[src/hw/reset_supervisor_regs.vh]
`ifndef RESET_SUPERVISOR_REGS_VH
`define RESET_SUPERVISOR_REGS_VH

// ----------------------------------------------------------------
// reset values of the registers kept by this block
// ----------------------------------------------------------------
`define CONFIG_POR 8'h25
`define INT_STATUS_POR 8'h00
`define STATUS_MIRROR_POR 8'h00
`define INT_MASK_POR 8'h00
`define TEST_REG_POR 8'h00
`define ANALOG_OUT_POR 8'h00
`define LOCAL_TRIP_POR 8'h46
`define REMOTE_TRIP_POR 8'h64

// ----------------------------------------------------------------
// configuration field positions
// ----------------------------------------------------------------
`define CFG_SOFT_RESET_BIT 4
`define CFG_LOCK_BIT 3

// ----------------------------------------------------------------
// timing
// ----------------------------------------------------------------
`define CLK_PERIOD_NS 20
`define RESET_PULSE_WIDTH_NS 140000
// 140 us at the 20 ns core clock period
`define RESET_PULSE_CYCLES 16'h1B58
`define PULSE_COUNT_WIDTH 16
`define SYNC_DEPTH 2'h2

// ----------------------------------------------------------------
// synchroniser reset levels and tree size
// ----------------------------------------------------------------
// strap absent, both supplies low, pin low, manual released
`define PIN_SYNC_RESET 5'h0D
`define TREE_SYNC_RESET 3'h0
`define TREE_WIDTH 4

`endif

[src/hw/level_sync.v]
`timescale 1ns/1ps
`default_nettype none

// ----------------------------------------------------------------
// two-flop synchroniser, one per bit
// ----------------------------------------------------------------
module level_sync #(
   parameter WIDTH = 1,
   parameter [WIDTH-1:0] RESET_VALUE = {WIDTH{1'b1}}
) (
   input wire i_clk, // core clock
   input wire i_reset_n, // async reset, active low
   input wire [WIDTH-1:0] i_async, // pin levels
   output wire [WIDTH-1:0] o_sync // synchronised levels
);
   genvar g;
   generate
      for (g = 0; g < WIDTH; g = g + 1) begin : bit_sync
         reg stage1;
         reg stage2;
         always @(posedge i_clk or negedge i_reset_n) begin
            if (!i_reset_n) begin
               stage1 <= RESET_VALUE[g];
               stage2 <= RESET_VALUE[g];
            end else begin
               stage1 <= i_async[g];
               stage2 <= stage1;
            end
         end
         assign o_sync[g] = stage2;
      end
   endgenerate
endmodule

`default_nettype wire

[src/hw/reset_supervisor_nand_tree.v]
// Overview of operation
// - manual reset low forces system reset
// - reset held for pulse width after release
// - drive bidirectional reset low on undervoltage
// - external low on bidir pin resets device
// - power-up reset held pulse width after bidir high
// - system reset output ORs all sources
// - por loads values; run once supply good
// - trip-point limit registers initialised to 0x46 and 0x64
// - por initialises listed register set
// - bidir pin low holds registers, converter idle
// - soft reset spares test and analog registers
// - config bit 4 starts soft reset, self-clears
// - strap sampled and latched at power-up
// - test mode held until power removed
// - address pin becomes tree output in test
// - tree output toggles per raised input
// - configuration powers on as 0x25
// - interrupt mask powers on as zero
`timescale 1ns/1ps
`default_nettype none
`include "reset_supervisor_regs.vh"

module reset_supervisor_nand_tree #(
   parameter [`PULSE_COUNT_WIDTH-1:0] RESET_PULSE_CYCLES = `RESET_PULSE_CYCLES
) (
   input wire I_CLK, // core clock, 50 MHz
   input wire I_RESET_N, // power-on reset, async, active low
   input wire I_MANUAL_RESET_N_IN, // push-button reset pin
   input wire I_BIDIR_RESET_N, // level seen on the bidirectional reset pin
   output wire O_BIDIR_RESET_N, // drive value for the bidirectional reset pin
   output wire O_BIDIR_RESET_OE, // high while the bidirectional pin is driven
   input wire I_VCC_BELOW_THRESHOLD, // main supply comparator, high when low
   input wire I_MONITORED_SUPPLY_LOW, // monitored supply comparator, high when low
   output reg O_SYSTEM_RESET_OUT_N, // stretched system reset, active low
   input wire I_FAN_SPEED_TEST_STRAP, // strap level on the fan speed pin
   input wire I_SERIAL_DATA, // serial data pin level
   input wire I_SERIAL_CLOCK, // serial clock pin level
   input wire I_GENERAL_LOGIC_INPUT, // general purpose input pin level
   input wire I_ADDR_SELECT, // address select level in normal use
   output reg O_ADDR_SELECT_TEST_OUT, // tree output in test mode
   output wire O_ADDR_SELECT_OE, // high while the address pin is driven
   output reg O_TEST_MODE, // test mode latched
   input wire I_REG_WRITE, // register write strobe from the serial slave
   input wire [2:0] I_REG_SELECT, // register picked by the write
   input wire [7:0] I_REG_WDATA, // write data
   output reg [7:0] O_CONFIG, // configuration register
   output reg [7:0] O_INT_STATUS, // interrupt status register
   output reg [7:0] O_STATUS_MIRROR, // status mirror register
   output reg [7:0] O_INT_MASK, // interrupt mask register
   output reg [7:0] O_TEST_REG, // test register
   output reg [7:0] O_ANALOG_OUT, // analog output register
   output reg [7:0] O_LOCAL_TRIP, // local trip-point register
   output reg [7:0] O_REMOTE_TRIP, // remote trip-point register
   input wire [7:0] I_INT_STATUS_SET, // status bits set by monitoring
   output reg O_CONVERTER_ENABLE, // converter sequencing allowed
   output reg O_SOFT_RESET_PULSE // one cycle when soft reset acts
);

   // ----------------------------------------------------------------
   // register selections
   // ----------------------------------------------------------------
   localparam [2:0] SEL_CONFIG = 3'h0;
   localparam [2:0] SEL_MASK = 3'h1;
   localparam [2:0] SEL_TEST = 3'h2;
   localparam [2:0] SEL_ANALOG = 3'h3;
   localparam [2:0] SEL_LOCAL = 3'h4;
   localparam [2:0] SEL_REMOTE = 3'h5;
   localparam [2:0] SEL_STATUS_CLR = 3'h6;

   // reset stretcher states
   localparam [1:0] ST_HOLD = 2'h0;
   localparam [1:0] ST_STRETCH = 2'h1;
   localparam [1:0] ST_RUN = 2'h2;

   // ----------------------------------------------------------------
   // pin synchronisers
   // ----------------------------------------------------------------
   wire [4:0] sync_pins;
   wire [4:0] sync_reset_val;
   wire manual_n;
   wire bidir_n;
   wire vcc_low;
   wire mon_low;
   wire strap;

   // rails come up low-supply asserted so the first cycles hold reset
   assign sync_reset_val = `PIN_SYNC_RESET;

   // bit order, msb first: strap, monitored supply, main supply, pin, manual
   level_sync #(
      .WIDTH(5),
      .RESET_VALUE(`PIN_SYNC_RESET)
   ) u_sync (
      .i_clk(I_CLK),
      .i_reset_n(I_RESET_N),
      .i_async({I_FAN_SPEED_TEST_STRAP, I_MONITORED_SUPPLY_LOW,
                I_VCC_BELOW_THRESHOLD, I_BIDIR_RESET_N, I_MANUAL_RESET_N_IN}),
      .o_sync(sync_pins)
   );

   assign manual_n = sync_pins[0];
   assign bidir_n = sync_pins[1];
   assign vcc_low = sync_pins[2];
   assign mon_low = sync_pins[3];
   assign strap = sync_pins[4];

   // ----------------------------------------------------------------
   // reset sources
   // ----------------------------------------------------------------
   // undervoltage drives pin
   // the comparator input is used raw so the pin falls without sync delay
   // open drain: the pin is only ever pulled low, never driven high
   assign O_BIDIR_RESET_N = 1'b0;
   assign O_BIDIR_RESET_OE = I_VCC_BELOW_THRESHOLD;

   wire reset_request;
   assign reset_request = !manual_n || !bidir_n || vcc_low || mon_low;

   // ----------------------------------------------------------------
   // pulse stretcher
   // ----------------------------------------------------------------
   reg [1:0] state;
   reg [1:0] next_state;
   reg [`PULSE_COUNT_WIDTH-1:0] count;
   reg [`PULSE_COUNT_WIDTH-1:0] next_count;

   // a request during the stretch drops back to hold, restarting the count
   always @* begin
      next_state = state;
      next_count = count;
      case (state)
         ST_HOLD: begin
            next_count = {`PULSE_COUNT_WIDTH{1'b0}};
            if (!reset_request) begin
               next_state = ST_STRETCH;
            end
         end
         ST_STRETCH: begin
            if (reset_request) begin
               next_state = ST_HOLD;
            end else if (count >= RESET_PULSE_CYCLES - 1'b1) begin
               next_state = ST_RUN;
            end else begin
               next_count = count + 1'b1;
            end
         end
         ST_RUN: begin
            if (reset_request) begin
               next_state = ST_HOLD;
            end
         end
         default: begin
            next_state = ST_HOLD;
         end
      endcase
   end

   // the output is registered from next_state so it cannot glitch
   // power-up stretch
   always @(posedge I_CLK or negedge I_RESET_N) begin
      if (!I_RESET_N) begin
         state <= ST_HOLD;
         count <= {`PULSE_COUNT_WIDTH{1'b0}};
         O_SYSTEM_RESET_OUT_N <= 1'b0;
      end else begin
         state <= next_state;
         count <= next_count;
         O_SYSTEM_RESET_OUT_N <= (next_state == ST_RUN);
      end
   end

   // ----------------------------------------------------------------
   // test mode strap
   // ----------------------------------------------------------------
   reg strap_taken;
   reg [1:0] fill;

   // no exit until power off
   // the strap is only trusted once the synchroniser has flushed its
   // reset value, otherwise a fitted strap would read as absent
   always @(posedge I_CLK or negedge I_RESET_N) begin
      if (!I_RESET_N) begin
         fill <= 2'h0;
         strap_taken <= 1'b0;
         O_TEST_MODE <= 1'b0;
      end else if (fill != `SYNC_DEPTH) begin
         fill <= fill + 2'h1;
      end else if (!strap_taken) begin
         strap_taken <= 1'b1;
         O_TEST_MODE <= strap;
      end
   end

   // ----------------------------------------------------------------
   // nand tree
   // ----------------------------------------------------------------
   // under the walking-one pattern the tree acts as an inverted parity
   // chain, so it is built as one; pins pass the usual two flops, which
   // only adds a few cycles to a static board test
   wire [2:0] tree_sync;
   wire [`TREE_WIDTH-1:0] tree_in;
   wire [`TREE_WIDTH:0] chain;

   level_sync #(
      .WIDTH(3),
      .RESET_VALUE(`TREE_SYNC_RESET)
   ) u_tree_sync (
      .i_clk(I_CLK),
      .i_reset_n(I_RESET_N),
      .i_async({I_GENERAL_LOGIC_INPUT, I_SERIAL_CLOCK, I_SERIAL_DATA}),
      .o_sync(tree_sync)
   );

   // manual reset is the input farthest from the output and is already synchronised
   assign tree_in = {tree_sync, manual_n};
   assign chain[0] = 1'b1;

   genvar t;
   generate
      for (t = 0; t < `TREE_WIDTH; t = t + 1) begin : tree_stage
         assign chain[t+1] = chain[t] ^ tree_in[t];
      end
   endgenerate

   assign O_ADDR_SELECT_OE = O_TEST_MODE;

   always @(posedge I_CLK or negedge I_RESET_N) begin
      if (!I_RESET_N) begin
         O_ADDR_SELECT_TEST_OUT <= 1'b0;
      end else begin
         O_ADDR_SELECT_TEST_OUT <= O_TEST_MODE & chain[`TREE_WIDTH];
      end
   end

   // ----------------------------------------------------------------
   // register set
   // ----------------------------------------------------------------
   wire hard_reset;
   wire soft_reset;
   wire wr_config;

   // the pin reset is a level: writes are refused for as long as it is low
   // pin low holds defaults
   assign hard_reset = !bidir_n;
   assign wr_config = I_REG_WRITE && (I_REG_SELECT == SEL_CONFIG);
   assign soft_reset = O_CONFIG[`CFG_SOFT_RESET_BIT];

   // converter stays idle through any later supply fault as well
   // converter runs once supply good
   always @(posedge I_CLK or negedge I_RESET_N) begin
      if (!I_RESET_N) begin
         O_CONVERTER_ENABLE <= 1'b0;
         O_SOFT_RESET_PULSE <= 1'b0;
      end else begin
         O_CONVERTER_ENABLE <= !hard_reset && !vcc_low && !mon_low;
         O_SOFT_RESET_PULSE <= soft_reset;
      end
   end

   always @(posedge I_CLK or negedge I_RESET_N) begin
      if (!I_RESET_N) begin
         O_CONFIG <= `CONFIG_POR;
         O_INT_STATUS <= `INT_STATUS_POR;
         O_STATUS_MIRROR <= `STATUS_MIRROR_POR;
         O_INT_MASK <= `INT_MASK_POR;
         O_LOCAL_TRIP <= `LOCAL_TRIP_POR;
         O_REMOTE_TRIP <= `REMOTE_TRIP_POR;
      end else if (hard_reset || soft_reset) begin
         O_CONFIG <= `CONFIG_POR;
         O_INT_STATUS <= `INT_STATUS_POR;
         O_STATUS_MIRROR <= `STATUS_MIRROR_POR;
         O_INT_MASK <= `INT_MASK_POR;
         O_LOCAL_TRIP <= `LOCAL_TRIP_POR;
         O_REMOTE_TRIP <= `REMOTE_TRIP_POR;
      end else begin
         if (wr_config) begin
            O_CONFIG <= I_REG_WDATA;
         end
         if (I_REG_WRITE && I_REG_SELECT == SEL_MASK) begin
            O_INT_MASK <= I_REG_WDATA;
         end
         // trip points freeze once the lock bit is set
         if (I_REG_WRITE && I_REG_SELECT == SEL_LOCAL && !O_CONFIG[`CFG_LOCK_BIT]) begin
            O_LOCAL_TRIP <= I_REG_WDATA;
         end
         if (I_REG_WRITE && I_REG_SELECT == SEL_REMOTE && !O_CONFIG[`CFG_LOCK_BIT]) begin
            O_REMOTE_TRIP <= I_REG_WDATA;
         end
         // set wins over a clear in the same cycle
         if (I_REG_WRITE && I_REG_SELECT == SEL_STATUS_CLR) begin
            O_INT_STATUS <= I_INT_STATUS_SET;
            O_STATUS_MIRROR <= I_INT_STATUS_SET;
         end else begin
            O_INT_STATUS <= O_INT_STATUS | I_INT_STATUS_SET;
            O_STATUS_MIRROR <= O_STATUS_MIRROR | I_INT_STATUS_SET;
         end
      end
   end

   // test and analog registers only see power-on and pin resets
   always @(posedge I_CLK or negedge I_RESET_N) begin
      if (!I_RESET_N) begin
         O_TEST_REG <= `TEST_REG_POR;
         O_ANALOG_OUT <= `ANALOG_OUT_POR;
      end else if (hard_reset) begin
         O_TEST_REG <= `TEST_REG_POR;
         O_ANALOG_OUT <= `ANALOG_OUT_POR;
      end else begin
         if (I_REG_WRITE && I_REG_SELECT == SEL_TEST) begin
            O_TEST_REG <= I_REG_WDATA;
         end
         if (I_REG_WRITE && I_REG_SELECT == SEL_ANALOG) begin
            O_ANALOG_OUT <= I_REG_WDATA;
         end
      end
   end

   wire unused_ok;
   assign unused_ok = &{1'b0, I_ADDR_SELECT, sync_reset_val};

endmodule

`default_nettype wire

[config.mk]
export PLATFORM = sky130hd
export DESIGN_NAME = reset_supervisor_nand_tree
export DESIGN_NICKNAME = d
export VERILOG_FILES = /design/src/hw/level_sync.v /design/src/hw/reset_supervisor_nand_tree.v
export VERILOG_INCLUDE_DIRS = /design/src /design/src/hw
export SDC_FILE = /design/constraint.sdc
export NUM_CORES = 1
export LEC_CHECK = 0
export BUFFER_PORTS_ARGS = -buffer_cell sky130_fd_sc_hd__buf_2
export CAP_MARGIN = 10
export CORE_ASPECT_RATIO = 1.25
export CORE_UTILIZATION = 45
export CTS_BUF_LIST = sky130_fd_sc_hd__clkbuf_8
export DETAILED_ROUTE_END_ITERATION = 12
export GPL_TIMING_DRIVEN = 0
export PLACE_DENSITY = 0.8
export SLEW_MARGIN = 40
export SYNTH_ARGS = -nofsm -noshare
export SYNTH_HDL_FRONTEND = slang
export SYNTH_SLANG_ARGS = --single-unit
[constraint.sdc]
create_clock -name I_CLK -period 2.7 [get_ports I_CLK]
set_input_delay 0.54 -clock I_CLK [delete_from_list [all_inputs] [get_ports I_CLK]]
set_output_delay 0.54 -clock I_CLK [all_outputs]
set_load 0.01 [all_outputs]
**After elaboration in Yosys (flattened, before gate mapping)**

Cells that the tools add are included.

- $add $sub $neg: 2
- Order comparisons: 1
- Equality and inequality tests: 14
- Multiplexer cells: 24
- Bitwise gates (word level): 9
- Reductions and logical operators: 29

Operators with widths:

| cell | count |
|---|---|
| $mux 8 | 16 |
| $mux 16 | 2 |
| $pmux 16 s2 | 1 |
| $add 16x1->16 const B | 1 |
| $ge 16x13->1 const B | 1 |
| $or 8x8->8 | 2 |
| $logic_and 1x1->1 | 11 |
| $ne 2x2->1 const B | 5 |
| $reduce_bool 2->1 | 5 |
| $eq 3x3->1 const B | 3 |
| $mux 2 | 4 |
| $eq 3x2->1 const B | 2 |
| $pmux 2 s3 | 1 |
| $logic_not 1->1 | 5 |
| $eq 2x2->1 const B | 2 |
| $logic_or 1x1->1 | 4 |
| $eq 3x1->1 const B | 1 |
| $logic_not 3->1 | 1 |
| $not 1->1 | 3 |
| $reduce_and 3->1 | 1 |
| $xor 1x1->1 | 3 |
| $add 2x1->2 const B | 1 |
| $eq 2x1->1 const B | 1 |
| $logic_not 2->1 | 1 |
| other kinds (2) | 2 |

- Register bits: 106
- Input bits: 31
- Output and inout bits: 72
- Word-level logic and storage cells: 112

**Longest topological paths before layout**

- Depth after elaboration: 7
- Depth in mapped cells: 8
- Depth with buffers taken out: 6

**By module**

A second synthesis with hierarchy kept.

- Cells, all modules: 398
- Area, all modules: 4294.1 um^2

By module, submodules not included:

| module | times used | cells each | area each (um^2) | seq. area each (um^2) |
|---|---|---|---|---|
| reset_supervisor_nand_tree | 1 | 374 | 3826.2 | 2263.4 |
| level_sync (u_sync) | 1 | 15 | 295.3 | 257.7 |
| level_sync (u_tree_sync) | 1 | 9 | 172.7 | 150.1 |

**Worst setup path before layout**

No wires, ideal clock.

- Path type: reg2reg
- Start point: register count[0]
- End point: register count[11]
- Library setup time: 0.136 ns
- Arrival time: 1.664 ns
- Required time: 2.564 ns
- Slack: 0.900 ns
- Cell stages (with the launch flop): 9
- Buffers on the path: 2
- Period minus slack after synthesis: 1.800 ns
- Cell sequence: dfrtp_1 > ha_1 > a21oi_1 > o21ai_0 > a21o_1 > buf_6 > buf_2 > o31ai_1 > a21oi_1

- Longest elaborated chain between the ends: 4
- Elaborated cells on any way between the ends: 7
- Classes of those cells: add/sub: 1; order compare: 1; eq/ne: 1; mux: 3; reduce/logical: 1

Ends and longest elaborated chain:

| what | line | RTL |
|---|---|---|
| start, declared | reset_supervisor_nand_tree.v:125 | `` reg [`PULSE_COUNT_WIDTH-1:0] count; `` |
| start signal, assigned | reset_supervisor_nand_tree.v:164 | `` count <= {`PULSE_COUNT_WIDTH{1'b0}}; `` |
| start signal, assigned | reset_supervisor_nand_tree.v:168 | `count <= next_count;` |
| $add 16x1->16 | reset_supervisor_nand_tree.v:145 | `next_count = count + 1'b1;` |
| $mux 16 | reset_supervisor_nand_tree.v:142 | `end else if (count >= RESET_PULSE_CYCLES - 1'b1) begin` |
| $mux 16 | reset_supervisor_nand_tree.v:140 | `if (reset_request) begin` |
| $pmux 16 s2 | reset_supervisor_nand_tree.v:132 | `case (state)` |

Several ways; a longest one is shown, not always the timed one. The select of a mux whose other input is x is not followed.
A chain may end at the register's enable or synchronous reset.

**Worst setup path in the final report**

Ends and elaborated chain as after synthesis.

==> results_dict.tcl <==
set metrics [dict create \
    holdCritPathClass "input pin to flip-flop" \
    postSynthRegisterBits 106 \
    report.power.total_w 0.00294 \
    critical_path_slowest_stage_cell "sky130_fd_sc_hd__dfrtp_1" \
    yosys.area_share.xor_xnor_pct 0.827 \
    timing.setup.tns_ps 0 \
    synth.yosys.warnings 0 \
    finalHoldWorstSlack_ps 272 \
    grtUsageTotal_pct 21.4 \
    cellPowerDensity_nw_per_um2 570 \
    cts_max_level 3 \
    fillCellCount 828 \
    final_net_count 537 \
    final_cells 632 \
    adder_cell_fraction_of_synth_area_pct 0.591 \
    timing.final.max_slew_violations 0 \
    die_width_microns 88.8 \
    worstSetupPathType "flip-flop to flip-flop" \
    drt_pass1_iterations 4 \
    ys_types 41 \
    status "completed" \
    numCtsBuffers 9 \
    wl_per_cell_microns 15.3 \
    slowest_delay_ps 440 \
    die_area_sq_um 9810 \
    sequence_of_cells_on_the_critical_path "ha_1, a21oi_1, o21ai_0, a21o_1, buf_6, buf_2, o31ai_1, a21oi_1" \
    synth.cell_area_sq_um 4240 \
    synth-compound-area-share_pct 10.9 \
    num_vias 3240 \
    grt_start_max_net_pins 80 \
    drive_gt1_share_pct 28.7 \
    clock_insertion_delay_worst_skew_ps 370 \
    timing.critical_path.arrival_ps 2220 \
    timing_worst_slew_pin_value_ps 549 \
    layout-area-overhead-vs-synth_pct 21.9 \
    clock-sinks 106 \
    synth_top_family_by_area "simple AND/OR/NAND/NOR gates" \
    worst_slew_margin_rel_pct 63.3 \
    unrepaired_setup_endpoints_after_global_routing "false" \
    synth_seq_area_share_pct 63.1 \
    postCtsSetupBuffers 0 \
    number_of_remaining_drc_errors 0 \
    die-height_microns 110 \
    finalWirelength_microns 9660 \
    cts_max_path_buffers 2 \
    drtIter0Drc 145 \
    synth_simple_gate_area_share_pct 18.2 \
    floorplan.initialDensity_pct 46.4 \
    timing.critical_path.mode_cell "sky130_fd_sc_hd__a21oi_1" \
    clk_root_buffer_cell "sky130_fd_sc_hd__clkbuf_8" \
    syn-num-nets 426 \
    synth.avg_cell_area_sq_um 10.8 \
    synthMuxAreaShare_pct 4.05 \
    initial_antenna_violation_count 0 \
    required_ps 2940 \
    ios 103 \
    tritoncts "built" \
    buffer_ports.inserted 98 \
    placement_row_count 39 \
    global_route.overflow_total 0 \
    cts.reportedPaths.clkPinSlew_ps 90 \
    min_period_over_period_pct 73.5 \
    place_inst 615 \
    detail_route.vias_per_cell 5.13 \
    worst_clk_skew_ps 11.8 \
    global_route_wire_length_before_repair_microns 15800 \
    final-seq-area_sq_um 2670 \
    finalHoldViolations 0 \
    multiInputGateArea_sq_um 1480 \
    cp-end-kind "flip-flop" \
    n_antenna_cell 0 \
    ir_worst_vdd_uv 349 \
    gpl_congestion 0.846 \
    max-cap-violations 0 \
    max_clock_freq_mhz 504 \
    core_area_sq_um 9130 \
    dpl.hpwl_microns 6850 \
    first_global_vias 3141 \
    static-leakage-power_nw 2.50 \
    finalWorstPathRequiredPeriod_ps 1980 \
    setup_violations 0 \
    path_max_fanout 10 \
    timing.critical_path.from_type "flip-flop" \
    postRouteAntennaNets 0 \
    netlist_instances 393 \
]
[synth_stat cells]
library cell                number  area share (%)
sky130_fd_sc_hd__nor4_1          1            0.15
sky130_fd_sc_hd__nand2_1        84             7.4
sky130_fd_sc_hd__o31ai_1         5            0.89
sky130_fd_sc_hd__or4_1           4            0.71
sky130_fd_sc_hd__mux2_2          1            0.27
sky130_fd_sc_hd__buf_4           3            0.53
sky130_fd_sc_hd__a21oi_1        43             5.1
sky130_fd_sc_hd__a211oi_1        2            0.35
sky130_fd_sc_hd__nor4b_1         2            0.41
sky130_fd_sc_hd__conb_1          1           0.089
sky130_fd_sc_hd__and2_1          4            0.59
sky130_fd_sc_hd__ha_1            2            0.59
sky130_fd_sc_hd__dfrtp_1        91              54
sky130_fd_sc_hd__inv_1           1           0.089
sky130_fd_sc_hd__a41o_1          1            0.24
sky130_fd_sc_hd__mux2i_1        16             3.8
sky130_fd_sc_hd__xnor2_1         2            0.41
sky130_fd_sc_hd__dfstp_2        15             9.3
sky130_fd_sc_hd__or2_2           2            0.30
sky130_fd_sc_hd__nand4bb_1       1            0.27
sky130_fd_sc_hd__buf_2           4            0.47
sky130_fd_sc_hd__xor2_1          2            0.41
sky130_fd_sc_hd__nor4_2          1            0.30
sky130_fd_sc_hd__nand4_4         1            0.50
sky130_fd_sc_hd__nor2_1         33             2.9
sky130_fd_sc_hd__nand2b_1        3            0.44
sky130_fd_sc_hd__o21ai_0         7            0.83
sky130_fd_sc_hd__clkbuf_1       11            0.97
sky130_fd_sc_hd__nand2_2         1            0.15
sky130_fd_sc_hd__nor2b_1         4            0.59
sky130_fd_sc_hd__nor3b_1         2            0.35
sky130_fd_sc_hd__nand3_1         7            0.83
sky130_fd_sc_hd__buf_6           1            0.27
sky130_fd_sc_hd__and3_1          4            0.59
sky130_fd_sc_hd__nand4b_1        1            0.21
sky130_fd_sc_hd__nand4_1         3            0.44
sky130_fd_sc_hd__a31oi_1         1            0.15
sky130_fd_sc_hd__a21o_1          3            0.53
sky130_fd_sc_hd__nor3_1          2            0.24
sky130_fd_sc_hd__a21boi_0       16             2.8
sky130_fd_sc_hd__or3_1           5            0.74
[critical path, delay by kind of cell (launching register included)]
kind	cells	cell delay (ps)
AO/OA/AOI/OAI	5	830
buffers and inverters	2	320
flip-flops	1	440
adder cells (fa/ha/maj)	1	270
[stage by stage]
| step | cell area (sq um) | utilization, % | setup WS, ps |
|---|---|---|---|
| 5_1_grt | 5160 | 56.6 | 589 |
| 3_5_place_dp | 4920 | 53.9 | 731 |
| 6_report | 5160 | 56.6 | 716 |
| 2_1_floorplan | 4240 | - | 900 |
| 4_1_cts | 5150 | 56.5 | 723 |
| 3_3_place_gp | 4880 | 53.5 | 27.8 |
[timing repair]
item	in CTS	in global routing
hold buffers	1	0
gates resized for setup	0	0
hold endpoints to repair	5	0
[path summary, 6_finish.rpt]
check | startpoint | to | slack (ps) | depth (start not counted)
worst max-delay path | count[0] | count[11] | 720 | 8
min in group asynchronous | I_RESET_N | O_TEST_REG[0] | 600 | 2
worst max register to register | count[0] | count[11] | 720 | 8
worst min-delay path | I_MANUAL_RESET_N_IN | u_sync.bit_sync[0].stage1 | 270 | 1
worst min register to register | u_tree_sync.bit_sync[2].stage1 | u_tree_sync.bit_sync[2].stage2 | 360 | 0
max in group asynchronous | I_RESET_N | u_sync.bit_sync[2].stage1 | 1420 | 3
[placed cells by master (no fill, tap or decap), types with 2 or more instances in the layout]
cell type and n:
sky130_fd_sc_hd__or2_2 2, sky130_fd_sc_hd__buf_4 3, sky130_fd_sc_hd__clkinvlp_4 2, sky130_fd_sc_hd__a21boi_0 16, sky130_fd_sc_hd__nand3_1 7, sky130_fd_sc_hd__ha_1 2, sky130_fd_sc_hd__nor2b_1 4, sky130_fd_sc_hd__nor3b_1 2
sky130_fd_sc_hd__or3_1 5, sky130_fd_sc_hd__and3_1 4, sky130_fd_sc_hd__a21o_1 3, sky130_fd_sc_hd__xor2_1 2, sky130_fd_sc_hd__a211oi_1 2, sky130_fd_sc_hd__dfstp_2 15, sky130_fd_sc_hd__dfrtp_1 91, sky130_fd_sc_hd__or4_1 4
sky130_fd_sc_hd__nand2b_1 3, sky130_fd_sc_hd__nand2_1 84, sky130_fd_sc_hd__a21oi_1 43, sky130_fd_sc_hd__nand4_1 3, sky130_fd_sc_hd__xnor2_1 2, sky130_fd_sc_hd__nor2_1 33, sky130_fd_sc_hd__clkbuf_8 13, sky130_fd_sc_hd__and2_1 4
sky130_fd_sc_hd__buf_2 101, sky130_fd_sc_hd__nor4b_1 2, sky130_fd_sc_hd__o31ai_1 5, sky130_fd_sc_hd__o21ai_0 7, sky130_fd_sc_hd__nor3_2 2, sky130_fd_sc_hd__mux2i_1 16, sky130_fd_sc_hd__clkbuf_1 11
[cell type report]
cell class              instances  area share (%)
flip-flops and latches        106            51.7
multi-input cells             267            28.6
repair buffers                100            10.4
clock buffers                  13            3.47
well taps                     123            2.98
plain buffers                  19            1.84
clock inverters                 3           0.873
inverters                       1          0.0727
[sequential cells by signal, indices dropped and copies added (netlist names)]
name and flops:
O_INT_MASK 8, O_LOCAL_TRIP 8, strap_taken 1, O_ADDR_SELECT_TEST_OUT 1, count 16, O_ANALOG_OUT 8
O_SYSTEM_RESET_OUT_N 1, O_CONVERTER_ENABLE 1, O_REMOTE_TRIP 8, O_STATUS_MIRROR 8, fill 2, O_SOFT_RESET_PULSE 1
u_sync.bit_sync.stage1 5, u_sync.bit_sync.stage2 5, O_INT_STATUS 8, u_tree_sync.bit_sync.stage1 3, state 2, O_ADDR_SELECT_OE 1
u_tree_sync.bit_sync.stage2 3, O_TEST_REG 8, O_CONFIG 8
[per-layer routing]
metal / vias to the layer above / track usage (%) / wire [microns]
li1: 1546 / - / -
met1: 1575 / 28.4 / 4180
met2: 96 / 34.1 / 4790
met3: 23 / 3.14 / 410
met4: 0 / 10.1 / 268
met5: - / 0 / 0
[where the power goes]
part	total, W	leakage [nW]	internal, W	switching (W)
clock network	0.00104	0.108	0.000530	0.000509
registers	0.00166	1.36	0.00164	0.0000230
logic	0.000238	1.03	0.0000873	0.000150
[logic make-up after synthesis]
logic type / Yosys count
simple gates: 165
flops: 106
compound gates: 78
buf+inv: 20
mux: 17
xor+xnor: 4
fa+ha+maj: 2
other cells: 1
Power figures use the tool's default switching activity.
